File: src/pkg/mdfm_defs.svh
// Timing, code and bit-position constants of the fault manager
`ifndef MDFM_DEFS_SVH
`define MDFM_DEFS_SVH
`define MDFM_CLK_MHZ        25
`define MDFM_NS_UP(ns)      (((ns) * `MDFM_CLK_MHZ + 999) / 1000)
`define MDFM_US_UP(us)      ((us) * `MDFM_CLK_MHZ)
`define MDFM_US_DN(us)      ((us) * `MDFM_CLK_MHZ)
`define MDFM_OC_DEG_HW_NS   600
`define MDFM_OC_DEG0_NS     200
`define MDFM_OC_DEG1_NS     600
`define MDFM_OC_DEG2_NS     1200
`define MDFM_OC_DEG3_NS     1600
`define MDFM_BK_DEG_NS      1000
`define MDFM_TEMP_DEG_CYC   8'h01
`define MDFM_RETRY_US       5000
`define MDFM_BK_RETRY_US    5000
`define MDFM_SLEEP_US       120
`define MDFM_WAKE_US        1000
`define MDFM_RST_US         20
`define MDFM_TMR_W          18
`define MDFM_OC_LATCH       2'h0
`define MDFM_OC_RETRY       2'h1
`define MDFM_OC_REPORT      2'h2
`define MDFM_OC_OFF         2'h3
`define MDFM_ST_FAULT_BIT   0
`define MDFM_ST_OT_BIT      1
`define MDFM_ST_OCP_BIT     4
`define MDFM_ST_BK_BIT      6
`define MDFM_ST_RST         8'h00
`endif

File: src/pkg/mdfm_pkg.sv
// Types shared by the fault manager modules
package mdfm_pkg;
    typedef struct packed {
        logic       hw_variant;
        logic [1:0] overcurrent_action_sel;
        logic [1:0] overcurrent_level_sel;
        logic [1:0] overcurrent_deglitch_sel;
        logic       warning_report_en;
    } mdfm_cfg_t;

    typedef struct packed {
        logic       fault;
        logic       overtemp_flag;
        logic       overcurrent_flag;
        logic [5:0] fet_oc;
        logic       buck_error_flag;
        logic       buck_overcurrent_flag;
        logic       temp_warning_flag;
        logic       thermal_shutdown_flag;
    } mdfm_flags_t;

    typedef enum logic [4:0] {
        PW_SLEEP  = 5'b00001,
        PW_WAKE   = 5'b00010,
        PW_ACTIVE = 5'b00100,
        PW_LOWCHK = 5'b01000,
        PW_ENTER  = 5'b10000
    } mdfm_pwr_t;
endpackage

File: src/rtl/mdfm_top.sv
// Motor driver fault manager: protection responses and power modes
// Summary of operation
// - Phase overcurrent counts only after deglitch time
// - Pin variant: fixed deglitch, latched, pin level
// - Register variant: level, deglitch, four actions
// - Latched: FETs off until clear and quiet
// - Retry: FETs off, recover after retry interval
// - Flags survive retry until cleared
// - Report only: FETs run, error low, latched
// - Disabled action: nothing happens
// - Buck overcurrent: buck off, auto clear
// - Warning sets flags; error only if enabled
// - Warning flag needs clear and cool die
// - Two independent thermal shutdown inputs
// - FET-area shutdown: FETs, pump off, auto resume
// - Die shutdown also turns buck off
// - Sleep pin low: sleep after delay
// - Sleep pin high wakes; host waits wake
// - Error output low during power transitions
// - Operating mode when pin high, supply good
// - Clear bit or reset pulse clears latch
// - Long low sleeps; short pulse keeps settings
// - Disable pin kills FETs, hides driver faults
`timescale 1ns/10ps
`default_nettype none
`include "mdfm_defs.svh"
module mdfm_top #(
    parameter int RETRY_CYC    = `MDFM_US_UP(`MDFM_RETRY_US),
    parameter int BK_RETRY_CYC = `MDFM_US_UP(`MDFM_BK_RETRY_US),
    parameter int WAKE_CYC     = `MDFM_US_UP(`MDFM_WAKE_US)
) (
    input  wire logic              clk,
    input  wire logic              reset_n,
    input  wire mdfm_pkg::mdfm_cfg_t cfg,
    input  wire logic              clear_errors_wr,
    input  wire logic              clear_errors_cmd,
    input  wire logic [5:0]        phase_oc_raw,
    input  wire logic              buck_oc_raw,
    input  wire logic              temp_warn_raw,
    input  wire logic              tsd_fet_raw,
    input  wire logic              tsd_die_raw,
    input  wire logic              supply_ok,
    input  wire logic              low_power_ctrl_n,
    input  wire logic              output_disable_pin,
    input  wire logic              overcurrent_slew_pin,
    input  wire logic [2:0]        high_side_inputs,
    input  wire logic [2:0]        low_side_inputs,
    output var  logic              error_out_n,
    output var  logic [2:0]        gate_hs,
    output var  logic [2:0]        gate_ls,
    output var  logic              charge_pump_en,
    output var  logic              buck_en,
    output var  logic              avdd_en,
    output var  logic              sense_amp_en,
    output var  logic              serial_en,
    output var  logic [1:0]        overcurrent_level_out,
    output var  logic              clear_errors_rd,
    output var  mdfm_pkg::mdfm_flags_t flags,
    output var  logic [7:0]        chip_status_reg
);
    import mdfm_pkg::*;

    localparam int SLEEP_CYC = `MDFM_US_UP(`MDFM_SLEEP_US);
    localparam int RST_CYC   = `MDFM_US_DN(`MDFM_RST_US);
    localparam logic [7:0] BK_DEG_CYC = 8'(`MDFM_NS_UP(`MDFM_BK_DEG_NS));

    function automatic logic [7:0] deg_cyc(input logic hw,
                                           input logic [1:0] sel);
        logic [7:0] c;
        c = 8'(`MDFM_NS_UP(`MDFM_OC_DEG_HW_NS));
        if (!hw) begin
            unique case (sel)
                2'h0: c = 8'(`MDFM_NS_UP(`MDFM_OC_DEG0_NS));
                2'h1: c = 8'(`MDFM_NS_UP(`MDFM_OC_DEG1_NS));
                2'h2: c = 8'(`MDFM_NS_UP(`MDFM_OC_DEG2_NS));
                2'h3: c = 8'(`MDFM_NS_UP(`MDFM_OC_DEG3_NS));
            endcase
        end
        return c;
    endfunction

    function automatic logic [1:0] oc_mode(input logic hw,
                                           input logic [1:0] sel);
        return hw ? `MDFM_OC_LATCH : sel;
    endfunction

    logic [7:0]  pin_s1_reg;
    logic [7:0]  pin_s2_reg;
    logic        drv_off;
    logic [2:0]  hs_in;
    logic [2:0]  ls_in;
    logic        slew_in;
    logic [9:0]  det_raw;
    logic [9:0]  det;
    logic [79:0] det_thr;
    logic [1:0]  mode;
    logic        active;
    logic        busy;
    logic        asleep;
    logic        reset_pulse;
    logic        clr_bit_reg;
    logic        clr_all;
    logic        oc_cond;
    logic        oc_prev_reg;
    logic        oc_rise;
    logic        oc_evt;
    logic        clr_oc;
    logic        oc_latch_reg;
    logic        oc_retry_reg;
    logic        oc_rep_reg;
    logic        buck_prev_reg;
    logic        buck_evt;
    logic        buck_retry_reg;
    logic        buck_done;
    logic        warn_pend_reg;
    logic        tsd_any;
    logic        fet_en;
    logic [`MDFM_TMR_W-1:0] oc_cnt_reg;
    logic [`MDFM_TMR_W-1:0] bk_cnt_reg;

    always_ff @(posedge clk or negedge reset_n) begin
        if (!reset_n) begin
            pin_s1_reg <= 8'h00;
            pin_s2_reg <= 8'h00;
        end else begin
            pin_s1_reg <= {output_disable_pin, overcurrent_slew_pin,
                           high_side_inputs, low_side_inputs};
            pin_s2_reg <= pin_s1_reg;
        end
    end
    assign drv_off = pin_s2_reg[7];
    assign slew_in = pin_s2_reg[6];
    assign hs_in   = pin_s2_reg[5:3];
    assign ls_in   = pin_s2_reg[2:0];

    mdfm_sleep_ctrl #(
        .SLEEP_CYC (SLEEP_CYC),
        .WAKE_CYC  (WAKE_CYC),
        .RST_CYC   (RST_CYC)
    ) u_sleep (
        .clk              (clk),
        .reset_n          (reset_n),
        .low_power_ctrl_n (low_power_ctrl_n),
        .supply_ok        (supply_ok),
        .active           (active),
        .busy             (busy),
        .asleep           (asleep),
        .reset_pulse      (reset_pulse)
    );

    // Detectors: 0-5 phases, 6 buck, 7 warning, 8 FET shutdown, 9 die
    assign det_raw = {tsd_die_raw, tsd_fet_raw, temp_warn_raw,
                      buck_oc_raw, phase_oc_raw};
    assign det_thr = {{3{`MDFM_TEMP_DEG_CYC}}, BK_DEG_CYC,
        {6{deg_cyc(cfg.hw_variant, cfg.overcurrent_deglitch_sel)}}};
    genvar gi;
    generate
        for (gi = 0; gi < 10; gi++) begin : g_det
            mdfm_deglitch u_deg (
                .clk     (clk),
                .reset_n (reset_n),
                .raw     (det_raw[gi]),
                .thr_cyc (det_thr[gi*8 +: 8]),
                .level   (det[gi])
            );
        end
    endgenerate

    assign mode    = oc_mode(cfg.hw_variant,
                             cfg.overcurrent_action_sel);
    assign tsd_any = det[8] | det[9];
    assign oc_cond = |det[5:0] & active & !drv_off;
    assign oc_rise = oc_cond & !oc_prev_reg;
    assign oc_evt  = oc_rise & (mode != `MDFM_OC_OFF);
    assign clr_all = clr_bit_reg | reset_pulse | asleep;
    assign clr_oc  = clr_all & (!oc_cond | asleep);
    assign buck_evt  = det[6] & !buck_prev_reg & active;
    assign buck_done = buck_retry_reg &&
                       bk_cnt_reg == `MDFM_TMR_W'(BK_RETRY_CYC - 1);

    // Clear command strobe lasts one cycle and reads back zero after
    always_ff @(posedge clk or negedge reset_n) begin
        if (!reset_n) clr_bit_reg <= 1'b0;
        else clr_bit_reg <= clear_errors_wr & clear_errors_cmd;
    end
    always_ff @(posedge clk or negedge reset_n) begin
        if (!reset_n) clear_errors_rd <= 1'b0;
        else clear_errors_rd <= clear_errors_wr & clear_errors_cmd;
    end

    always_ff @(posedge clk or negedge reset_n) begin
        if (!reset_n) begin
            oc_prev_reg   <= 1'b0;
            buck_prev_reg <= 1'b0;
        end else begin
            oc_prev_reg   <= oc_cond;
            buck_prev_reg <= det[6] & active;
        end
    end

    // Phase overcurrent responses per action mode
    always_ff @(posedge clk or negedge reset_n) begin
        if (!reset_n) begin
            oc_latch_reg <= 1'b0;
            oc_rep_reg   <= 1'b0;
        end else begin
            oc_latch_reg <= (oc_evt && mode == `MDFM_OC_LATCH) ||
                            (oc_latch_reg && !clr_oc);
            oc_rep_reg   <= (oc_evt && mode == `MDFM_OC_REPORT) ||
                            (oc_rep_reg && !clr_oc);
        end
    end

    always_ff @(posedge clk or negedge reset_n) begin
        if (!reset_n) begin
            oc_retry_reg <= 1'b0;
            oc_cnt_reg   <= '0;
        end else if (oc_evt && mode == `MDFM_OC_RETRY) begin
            oc_retry_reg <= 1'b1;
            oc_cnt_reg   <= '0;
        end else if (oc_retry_reg) begin
            oc_cnt_reg <= oc_cnt_reg + 1'b1;
            if (oc_cnt_reg == `MDFM_TMR_W'(RETRY_CYC - 1) || asleep)
                oc_retry_reg <= 1'b0;
        end
    end

    always_ff @(posedge clk or negedge reset_n) begin
        if (!reset_n) begin
            buck_retry_reg <= 1'b0;
            bk_cnt_reg     <= '0;
        end else if (buck_evt) begin
            buck_retry_reg <= 1'b1;
            bk_cnt_reg     <= '0;
        end else if (buck_retry_reg) begin
            bk_cnt_reg <= bk_cnt_reg + 1'b1;
            if (buck_done || asleep) buck_retry_reg <= 1'b0;
        end
    end

    always_ff @(posedge clk or negedge reset_n) begin
        if (!reset_n) warn_pend_reg <= 1'b0;
        else warn_pend_reg <= (clr_all | warn_pend_reg) &
                              flags.temp_warning_flag & det[7];
    end

    // Sticky status flags, buck flags auto clear at retry end; a new event wins over a clear
    always_ff @(posedge clk or negedge reset_n) begin
        if (!reset_n) begin
            flags <= '0;
        end else begin
            flags.overcurrent_flag <= oc_evt |
                (flags.overcurrent_flag & !clr_oc);
            flags.fet_oc <= (oc_evt ? det[5:0] : 6'h00) |
                (flags.fet_oc & {6{!clr_oc}});
            flags.buck_error_flag <= buck_evt |
                (flags.buck_error_flag & !buck_done & !asleep);
            flags.buck_overcurrent_flag <= buck_evt |
                (flags.buck_overcurrent_flag & !buck_done & !asleep);
            flags.temp_warning_flag <= det[7] |
                (flags.temp_warning_flag &
                 !(clr_all | warn_pend_reg));
            flags.thermal_shutdown_flag <= tsd_any |
                (flags.thermal_shutdown_flag & !clr_all);
            flags.overtemp_flag <= det[7] | tsd_any |
                (flags.overtemp_flag & !clr_all);
            flags.fault <= oc_evt | buck_evt | tsd_any |
                (flags.fault & !(clr_oc | (buck_done &&
                 !flags.overcurrent_flag &&
                 !flags.thermal_shutdown_flag)));
        end
    end

    always_ff @(posedge clk or negedge reset_n) begin
        if (!reset_n) begin
            chip_status_reg <= `MDFM_ST_RST;
        end else begin
            chip_status_reg <= `MDFM_ST_RST;
            chip_status_reg[`MDFM_ST_FAULT_BIT] <= flags.fault;
            chip_status_reg[`MDFM_ST_OT_BIT]    <= flags.overtemp_flag;
            chip_status_reg[`MDFM_ST_OCP_BIT]   <= flags.overcurrent_flag;
            chip_status_reg[`MDFM_ST_BK_BIT]    <= flags.buck_error_flag;
        end
    end

    assign fet_en = active & !drv_off & !oc_latch_reg & !oc_retry_reg &
                    !tsd_any;

    always_ff @(posedge clk or negedge reset_n) begin
        if (!reset_n) begin
            gate_hs <= 3'h0;
            gate_ls <= 3'h0;
        end else begin
            gate_hs <= fet_en ? hs_in : 3'h0;
            gate_ls <= fet_en ? ls_in : 3'h0;
        end
    end

    // Block enables per power mode and thermal state
    always_ff @(posedge clk or negedge reset_n) begin
        if (!reset_n) begin
            charge_pump_en <= 1'b0;
            buck_en        <= 1'b0;
            avdd_en        <= 1'b0;
            sense_amp_en   <= 1'b0;
            serial_en      <= 1'b0;
        end else begin
            charge_pump_en <= active & !tsd_any;
            buck_en        <= active & !det[9] & !buck_retry_reg;
            avdd_en        <= active;
            sense_amp_en   <= active;
            serial_en      <= active;
        end
    end

    always_ff @(posedge clk or negedge reset_n) begin
        if (!reset_n) overcurrent_level_out <= 2'h0;
        else overcurrent_level_out <= cfg.hw_variant ?
            {1'b0, slew_in} : cfg.overcurrent_level_sel;
    end

    always_ff @(posedge clk or negedge reset_n) begin
        if (!reset_n) begin
            error_out_n <= 1'b0;
        end else begin
            error_out_n <= !(oc_latch_reg | oc_retry_reg | oc_rep_reg |
                buck_retry_reg | tsd_any | busy |
                (cfg.warning_report_en & det[7]));
        end
    end
endmodule
`default_nettype wire

File: src/rtl/mdfm_deglitch.sv
// Synchroniser and deglitch filter for one detector input
`timescale 1ns/10ps
`default_nettype none
module mdfm_deglitch (
    input  wire logic       clk,
    input  wire logic       reset_n,
    input  wire logic       raw,
    input  wire logic [7:0] thr_cyc,
    output var  logic       level
);
    logic       s1_reg;
    logic       s2_reg;
    logic [7:0] cnt_reg;

    always_ff @(posedge clk or negedge reset_n) begin
        if (!reset_n) begin
            s1_reg <= 1'b0;
            s2_reg <= 1'b0;
        end else begin
            s1_reg <= raw;
            s2_reg <= s1_reg;
        end
    end

    // Level rises only after the input stays high past the threshold
    always_ff @(posedge clk or negedge reset_n) begin
        if (!reset_n) begin
            cnt_reg <= 8'h00;
            level   <= 1'b0;
        end else if (!s2_reg) begin
            cnt_reg <= 8'h00;
            level   <= 1'b0;
        end else if (cnt_reg >= thr_cyc) begin
            level   <= 1'b1;
        end else begin
            cnt_reg <= cnt_reg + 8'h01;
        end
    end
endmodule
`default_nettype wire

File: src/rtl/mdfm_sleep_ctrl.sv
// Sleep, wake and reset-pulse sequencer driven by the sleep pin
`timescale 1ns/10ps
`default_nettype none
`include "mdfm_defs.svh"
module mdfm_sleep_ctrl #(
    parameter int SLEEP_CYC = 3000,
    parameter int WAKE_CYC  = 25000,
    parameter int RST_CYC   = 500
) (
    input  wire logic clk,
    input  wire logic reset_n,
    input  wire logic low_power_ctrl_n,
    input  wire logic supply_ok,
    output var  logic active,
    output var  logic busy,
    output var  logic asleep,
    output var  logic reset_pulse
);
    import mdfm_pkg::*;
    mdfm_pwr_t               st_reg;
    logic [`MDFM_TMR_W-1:0]  cnt_reg;
    logic [1:0]              pin_s1_reg;
    logic [1:0]              pin_s2_reg;
    logic                    pin;
    logic                    ok;

    always_ff @(posedge clk or negedge reset_n) begin
        if (!reset_n) begin
            pin_s1_reg <= 2'h0;
            pin_s2_reg <= 2'h0;
        end else begin
            pin_s1_reg <= {low_power_ctrl_n, supply_ok};
            pin_s2_reg <= pin_s1_reg;
        end
    end
    assign pin = pin_s2_reg[1];
    assign ok  = pin_s2_reg[0];

    // Short low: reset pulse; long low: full sleep entry
    always_ff @(posedge clk or negedge reset_n) begin
        if (!reset_n) begin
            st_reg      <= PW_SLEEP;
            cnt_reg     <= '0;
            reset_pulse <= 1'b0;
        end else begin
            reset_pulse <= 1'b0;
            cnt_reg     <= cnt_reg + 1'b1;
            unique case (st_reg)
                PW_SLEEP: begin
                    cnt_reg <= '0;
                    if (pin && ok) st_reg <= PW_WAKE;
                end
                PW_WAKE: begin
                    if (!pin || !ok) st_reg <= PW_SLEEP;
                    else if (cnt_reg == `MDFM_TMR_W'(WAKE_CYC - 1))
                        st_reg <= PW_ACTIVE;
                end
                PW_ACTIVE: begin
                    cnt_reg <= '0;
                    if (!ok) st_reg <= PW_SLEEP;
                    else if (!pin) st_reg <= PW_LOWCHK;
                end
                PW_LOWCHK: begin
                    if (pin) begin
                        st_reg      <= PW_ACTIVE;
                        reset_pulse <= 1'b1;
                    end else if (cnt_reg == `MDFM_TMR_W'(RST_CYC - 1)) begin
                        st_reg <= PW_ENTER;
                    end
                end
                PW_ENTER: begin
                    if (cnt_reg == `MDFM_TMR_W'(SLEEP_CYC - 1))
                        st_reg <= PW_SLEEP;
                end
            endcase
        end
    end

    assign active = (st_reg == PW_ACTIVE) || (st_reg == PW_LOWCHK) ||
                    (st_reg == PW_ENTER);
    assign busy   = (st_reg == PW_WAKE) || (st_reg == PW_ENTER);
    assign asleep = (st_reg == PW_SLEEP);
endmodule
`default_nettype wire

File: config.mk
export PLATFORM = sky130hd
export DESIGN_NAME = mdfm_top
export DESIGN_NICKNAME = d
export VERILOG_FILES = /design/src/pkg/mdfm_pkg.sv /design/src/rtl/mdfm_top.sv /design/src/rtl/mdfm_deglitch.sv /design/src/rtl/mdfm_sleep_ctrl.sv
export VERILOG_INCLUDE_DIRS = /design/src /design/src/pkg
export SDC_FILE = /design/constraint.sdc
export NUM_CORES = 1
export LEC_CHECK = 0
export ABC_AREA = 0
export BUFFER_PORTS_ARGS = -buffer_cell sky130_fd_sc_hd__buf_2
export CORE_ASPECT_RATIO = 2
export CORE_MARGIN = 2
export CORE_UTILIZATION = 60
export CTS_CLUSTER_DIAMETER = 60
export DETAILED_ROUTE_END_ITERATION = 8
export HOLD_SLACK_MARGIN = 0.15
export PLACE_DENSITY = 0.78
export REMOVE_ABC_BUFFERS = 1
export SLEW_MARGIN = 15
export SYNTH_ARGS = -nofsm -noshare
export SYNTH_HDL_FRONTEND = slang
export SYNTH_HIERARCHICAL = 1
export SYNTH_SLANG_ARGS = --single-unit
File: constraint.sdc
create_clock -name clk -period 3.5 [get_ports clk]
set_input_delay 0.35 -clock clk [delete_from_list [all_inputs] [get_ports clk]]
set_output_delay 0.35 -clock clk [all_outputs]
set_load 0.01 [all_outputs]
==> results_dict.tcl, run 1 <==
set metrics [dict create \
    dr.pass1.iters 6 \
    crit_type "reg -> reg" \
    rr_worst_depth 6 \
    htree_num_levels 1 \
    antenna_found_initial 0 \
    largest_reg_flops 80 \
    cts_setup_buffers 0 \
    pre_cts_ws_ps 625 \
    grt_pass1_vias 9403 \
    cts_root_buf "clkbuf_16" \
    yosysTopAreaCellShare_pct 45.0 \
    cts_tree "yes" \
    hold_path_depth 2 \
    die_y_um 209 \
    post-dp-hpwl_um 18300 \
    min_period_over_period_pct 71.9 \
    crit_chain "nor3b_1, o21a_1, o311ai_4, a311oi_2, buf_4, a22o_1" \
    port_buffers 63 \
    synth_edf_count 0 \
    final_area_um2 14200 \
    diodes 0 \
    grt_max_degree 98 \
    reg2reg_slack_ps 980 \
    drv_slew 0 \
    syn_to_final_growth_pct 13.0 \
    finalPower_uw 6260 \
    cp_max_fo 8 \
    cap_violations 0 \
    syn_area_per_cell_um2 10.2 \
    start_util_pct 61.4 \
    timing.fmax_mhz 397 \
    nets 1494 \
    ys_ff_latch 227 \
    worstMarginPinSlew_ps 836 \
    core-area_um2 20500 \
    rsz0062_at_grt "no" \
    syn_inst 1233 \
    rr_startpoint "u_sleep/st_reg[4]" \
    ir_drop_v 0.000393 \
    clk_latency_ps 520 \
    place_area_um2 13200 \
    startpoint "u_sleep/st_reg[4]" \
    viasPerCell 5.50 \
    p_leak_uw 0.00719 \
    worstPathRequired_ps 3940 \
    yosys_warnings 6 \
    grt-ovfl-total 0 \
    slowest_delay_ps 540 \
    outcome "completed" \
    routabilityCongestion 0.845 \
    numCtsBuffers 21 \
    hold_viol 0 \
    die-area_um2 22200 \
    power_density_nw_per_um2 441 \
    fin_tns_setup_ps 0 \
    globalRouteTotalUtil_pct 23.8 \
    ant_nets 0 \
    ys.flop_type "dfrtp_1" \
    yosys.area.top_type "dfrtp_1" \
    cp-end-kind "flop" \
    crit_arrival_ps 2960 \
    die_w_um 106 \
    io_pins 68 \
    min_period_ps 2520 \
    synth.distinct_cells 63 \
    cp-start-kind "flop" \
    clkTransAtPathRegs_ps 70 \
    fillers 1603 \
    cts.sinks 227 \
    synth.cell_area_um2 12600 \
    seq_area_frac_synth_pct 45.2 \
    fin_skew_ps 23.0 \
    drcViolationCount 0 \
    crit_path_end "flags[5]" \
    grt_pass1_wl_um 43500 \
    fin_ws_ps 984 \
    dr_total_vias 9052 \
    rows 74 \
    wl_per_cell_um 15.2 \
    cp_slowest_cell "a311oi_2" \
    synthArstFlopShare_pct 100 \
    drive_gt1_share_pct 12.9 \
    dr.first_iter.drc_count 413 \
    clock_path_buffers 3 \
    setup-violations-final 0 \
    slew_headroom_pct 44.1 \
    wl_um 25000 \
    regToRegEndpoint "flags[5]" \
    holdCritPathClass "in -> reg" \
    synth_area_leaders "dfrtp_1 45%, ha_1 9.7%, mux2i_1 4.2%" \
]
## cell type report
| class | count | area (µm²) | area share, % |
|---|---|---|---|
| tap | 266 | 333 | 2.34 |
| inverter | 114 | 428 | 3.01 |
| multi-input combinational | 897 | 6330 | 44.6 |
| sequential | 227 | 5680 | 40.0 |
| clock buffer | 28 | 572 | 4.03 |
| clock inverter | 10 | 138 | 0.970 |
| timing repair buffer | 104 | 713 | 5.02 |
## cell families (layout without fill, tap and decap cells)
logic type,Yosys count,after routing,synth area share [%]
flops,227,227,45.2
other cells,2,48,0.0598
fa+ha+maj,97,97,9.66
buf+inv,155,256,5.75
xor+xnor,49,49,3.42
simple gates,502,502,22.8
compound gates,147,147,8.79
mux,54,54,4.31
## cells in the final DEF, fill, tap and decap left out, types with 9 or more instances in the layout
master | Yosys | routed
a211oi_2 | 21 | 21
inv_1 | 114 | 114
xor2_1 | 20 | 20
and3_1 | 13 | 13
o21ai_0 | 31 | 31
and4_1 | 17 | 17
nand3_1 | 43 | 43
nor3_1 | 14 | 14
nand4_1 | 25 | 25
nand2_1 | 113 | 113
a21oi_1 | 31 | 31
o21ai_1 | 10 | 10
clkbuf_16 | 0 | 21
conb_1 | 2 | 48
mux2i_1 | 53 | 53
and2_1 | 31 | 31
buf_4 | 9 | 13
a211oi_1 | 10 | 10
nand3b_1 | 11 | 11
a22o_1 | 9 | 9
nor4_1 | 9 | 9
nand2b_1 | 57 | 57
and3_2 | 10 | 10
a21bo_2 | 10 | 10
dfrtp_1 | 226 | 226
buf_2 | 6 | 62
nor2b_1 | 15 | 15
ha_1 | 97 | 97
nor2_1 | 98 | 98
dlygate4sd3_1 | 0 | 27
xnor2_1 | 29 | 29
nand4_4 | 12 | 12
## report_power, final
part | switching (µW) | internal [µW] | total (µW) | leakage, µW
Clock | 991 | 1380 | 2370 | 0.000348
Sequential | 248 | 2820 | 3070 | 0.00298
Combinational | 460 | 356 | 817 | 0.00386
Total | 1700 | 4560 | 6260 | 0.00719
## cells in the mapped netlist, types with 9 or more instances
cell type	count
a211oi_2	21
nor2_1	98
nand2b_1	57
ha_1	97
nand4_1	25
nand3_1	43
a21oi_1	31
nor2b_1	15
o21ai_1	10
a211oi_1	10
nor3_1	14
inv_1	114
a21bo_2	10
nand2_1	113
buf_6	11
and3_1	13
and3_2	10
buf_4	9
and4_1	17
mux2i_1	53
a22o_1	9
xnor2_1	29
nor4_1	9
o21ai_0	31
and2_1	31
nand3b_1	11
clkbuf_1	14
nand4_4	12
xor2_1	20
dfrtp_1	226
## worst min path at each step
stage | end | from | slack (ps)
2_1_floorplan | bk_cnt_reg[0] | reset_n | 50
3_3_place_gp | pin_s2_reg[3] | pin_s1_reg[3] | 330
3_5_place_dp | g_det[8].u_deg/s2_reg | g_det[8].u_deg/s1_reg | 330
4_1_cts | overcurrent_level_out[0] | cfg[7] | 200
5_1_grt | overcurrent_level_out[0] | cfg[7] | 220
6_report | overcurrent_level_out[0] | cfg[7] | 210
## through the flow
step	util [%]	cells	hold WS, ps
floorplan	-	1238	54.4
global placement	64.6	1581	331
detailed placement	64.6	1581	335
CTS	69.4	1646	202
global route	69.4	1646	221
finish	69.4	1646	214
## timing repair
item	4_1_cts	5_1_grt
hold buffers	27	0
gates resized for setup	0	0
hold endpoints to repair	118	0
## worst max-delay path, delay by kind of cell, from the launching register on
family / cells / cell delay (ps)
flops: 1 / 490
simple gates: 1 / 380
buf+inv: 1 / 260
compound gates: 4 / 1290
## per-layer routing
layer  routed length, µm  global-route usage [%]  up-vias  share of wire [%]
met2               14200                    46.0      116                 57
met3                 687                    2.37       42                2.7
met4                 604                    7.49        0                2.4
li1                    -                       -     4436                  -
met5                   0                       0        -                  0
met1                9500                    26.8     4458                 38
Note: power is estimated with default switching activity, not from simulation.
==> inputs of run 2 (changes only) <==
ABC_AREA = 1   (was 0)
clock period = 2.55 ns   (was 3.5 ns; I/O delays follow)
==> run 2 against run 1 <==
  * Clock power rose by 41%
  * Via count rose by 35%
  * Cell count increased by 39%
  * Sequential power is 32% higher
  * Combinational power is 42% higher
  * Worst hold slack improved by 0.66 ps
  * Clock skew decreased by 6.8 ps
==> results_dict.tcl, run 2 <==
set metrics [dict create \
    wl_um 31000 \
    die-area_um2 24600 \
    regToRegEndpoint "bk_cnt_reg[16]" \
    dr_total_vias 12200 \
    core-area_um2 23100 \
    fin_skew_ps 16.2 \
    rsz0062_at_grt "no" \
    dr.pass1.iters 5 \
    holdCritPathClass "in -> reg" \
    syn_inst 1854 \
    drv_slew 0 \
    cts_tree "yes" \
    cts_root_buf "clkbuf_16" \
    dr.first_iter.drc_count 629 \
    synth.cell_area_um2 14000 \
    timing.fmax_mhz 478 \
    seqPwrFrac_pct 47.4 \
    rr_worst_depth 11 \
    drcViolationCount 0 \
    pre_cts_ws_ps 253 \
    crit_path_end "bk_cnt_reg[16]" \
    clk_latency_ps 520 \
    final_cell_mix "531 x nand2_1, 303 x inv_1, 226 x dfrtp_1" \
    io_pins 68 \
    startpoint "u_sleep/st_reg[0]" \
    layout_commonest_cell "nand2_1" \
    grt_pass1_vias 12500 \
    yosysTopAreaCellShare_pct 40.4 \
    drive_gt1_share_pct 9.26 \
    seq_area_frac_synth_pct 40.6 \
    synth.distinct_cells 42 \
    cp-start-kind "flop" \
    yosys.area.top_type "dfrtp_1" \
    grt_max_degree 67 \
    synthTopCellsByCount "531 x nand2_1, 303 x inv_1, 226 x dfrtp_1" \
    cp_max_fo 12 \
    ant_nets 0 \
    htree_num_levels 1 \
    numCtsBuffers 22 \
    hold_path_depth 5 \
    min_period_over_period_pct 82.0 \
    clkTransAtPathRegs_ps 60 \
    min_period_ps 2090 \
    pwr-share-comb_pct 13.6 \
    ys_ff_latch 227 \
    start_util_pct 60.5 \
    internal_power_uw 6210 \
    crit_type "reg -> reg" \
    grt_pass1_wl_um 53300 \
    globalRouteTotalUtil_pct 25.7 \
    routabilityCongestion 0.947 \
    die_y_um 220 \
    die_w_um 112 \
    largest_reg_flops 80 \
    regArea_um2 5680 \
    cp-end-kind "flop" \
    fillers 1944 \
    setup-violations-final 0 \
    diodes 0 \
    fin_tns_setup_ps 0 \
    crit_arrival_ps 2490 \
    synth_edf_count 0 \
    rr_startpoint "u_sleep/st_reg[0]" \
    synth_area_leaders "dfrtp_1 40%, nand2_1 14%, ha_1 8.7%" \
    wl_per_cell_um 13.5 \
    outcome "completed" \
    syn_to_final_growth_pct 12.8 \
    slew_headroom_pct 63.9 \
    worstPathRequired_ps 2950 \
    p_sw_uw 2340 \
    nets 2123 \
    post-dp-hpwl_um 23100 \
    yosys_warnings 6 \
    ys.flop_type "dfrtp_1" \
    fin_ws_ps 459 \
    hold_viol 0 \
    grt-ovfl-total 0 \
    antenna_found_initial 0 \
    yosys.cell_count.top_type "nand2_1" \
    ir_drop_v 0.000580 \
    rows 79 \
    cap_violations 0 \
    pwr-share-clk_pct 39.0 \
    multiInputGateArea_um2 7060 \
    worstMarginPinSlew_ps 542 \
    power_density_nw_per_um2 542 \
    viasPerCell 5.31 \
    syn_area_per_cell_um2 7.55 \
    switching_share_pct 27.4 \
    cts.sinks 227 \
    p_leak_uw 0.00923 \
    port_buffers 63 \
    reg2reg_slack_ps 460 \
    clock_path_buffers 3 \
    synthArstFlopShare_pct 100 \
]
==> run 2: cell types whose count changed in the layout (fill, tap and decap cells not counted), moves of 17 or more <==
cell and delta:
nor2_1 +45, nand3_1 +131, a211oi_2 -21, inv_1 +189, nand2_1 +418, nor2_4 +17, and2_1 -31, nand2b_1 -57
mux2i_1 -53, and4_1 -17, xnor2_1 -29, nand4_1 +90, nor2_2 +22
==> run 2: critical path: stages (launching register included) <==
cell	delay [ps]
dfstp_2	540
nor2_1	70
nand3_1	190
nand3_1	180
nand2_1	90
inv_1	50
nand2_1	320
nand2_1	200
nand2_1	100
inv_1	50
a21oi_1	130
nor2_1	60
==> run 2: timing repair <==
| action | in CTS | in global routing |
|---|---|---|
| endpoints found under the hold margin | 193 | 0 |
| gates resized for setup | 0 | 0 |
| buffers inserted | 0 | 0 |
| hold buffers | 32 | 0 |
==> run 2: final cells by class <==
| type | count | share of cell area [%] |
|---|---|---|
| multi-input combinational | 1315 | 44.7 |
| sequential | 227 | 36.0 |
| clock buffer | 32 | 4.11 |
| inverter | 325 | 7.73 |
| timing repair buffer | 103 | 4.63 |
| clock inverter | 7 | 0.578 |
| tap | 283 | 2.24 |
==> run 2: through the flow <==
stage	instance area [µm²]	cells	total power, µW	hold slack (ps)	utilization (%)
floorplan	14000	1867	4820	-40.6	-
finish	15800	2292	8550	215	68.3
global route	15800	2292	8990	261	68.3
detailed placement	14700	2221	5230	213	63.7
global placement	14700	2221	5170	210	63.7
CTS	15800	2292	8630	186	68.3
==> run 2: routing by layer <==
metal	part of all wire (%)	GRT usage (%)	vias to the layer above	routed length, µm
li1	-	-	6137	-
met1	37	25.8	5735	11600
met2	55	51.8	231	17100
met3	3.1	2.56	78	958
met4	4.1	12.3	0	1280
met5	0	0	-	0
==> run 2: kinds of logic (layout without fill, tap and decap cells) <==
logic type,after synthesis,in the layout,synth area share (%)
other,2,48,0.0537
AND/OR/NAND/NOR,1049,1049,34.9
buffers and inverters,358,467,10.2
adder cells (fa/ha/maj),97,97,8.67
flip-flops,227,227,40.6
AO/OA/AOI/OAI,88,88,3.59
XOR/XNOR,33,33,2.07
==> run 2: how the worst min path moves through the flow <==
stage                                      to    start
floorplan                       bk_cnt_reg[0]  reset_n
global placement    g_det[6].u_deg/cnt_reg[0]  reset_n
detailed placement  g_det[6].u_deg/cnt_reg[0]  reset_n
CTS                              oc_latch_reg   cfg[7]
global route                     oc_latch_reg   cfg[7]
finish                           oc_latch_reg   cfg[7]
==> run 2: power groups by stage <==
| stage | Sequential (µW) | Combinational (µW) | Clock (µW) |
|---|---|---|---|
| 2_1_floorplan | 4070 | 749 | 0 |
| 3_3_place_gp | 4100 | 1070 | 0 |
| 3_5_place_dp | 4110 | 1120 | 0 |
| 4_1_cts | 4050 | 1170 | 3410 |
| 5_1_grt | 4090 | 1340 | 3570 |
| 6_report | 4060 | 1160 | 3340 |
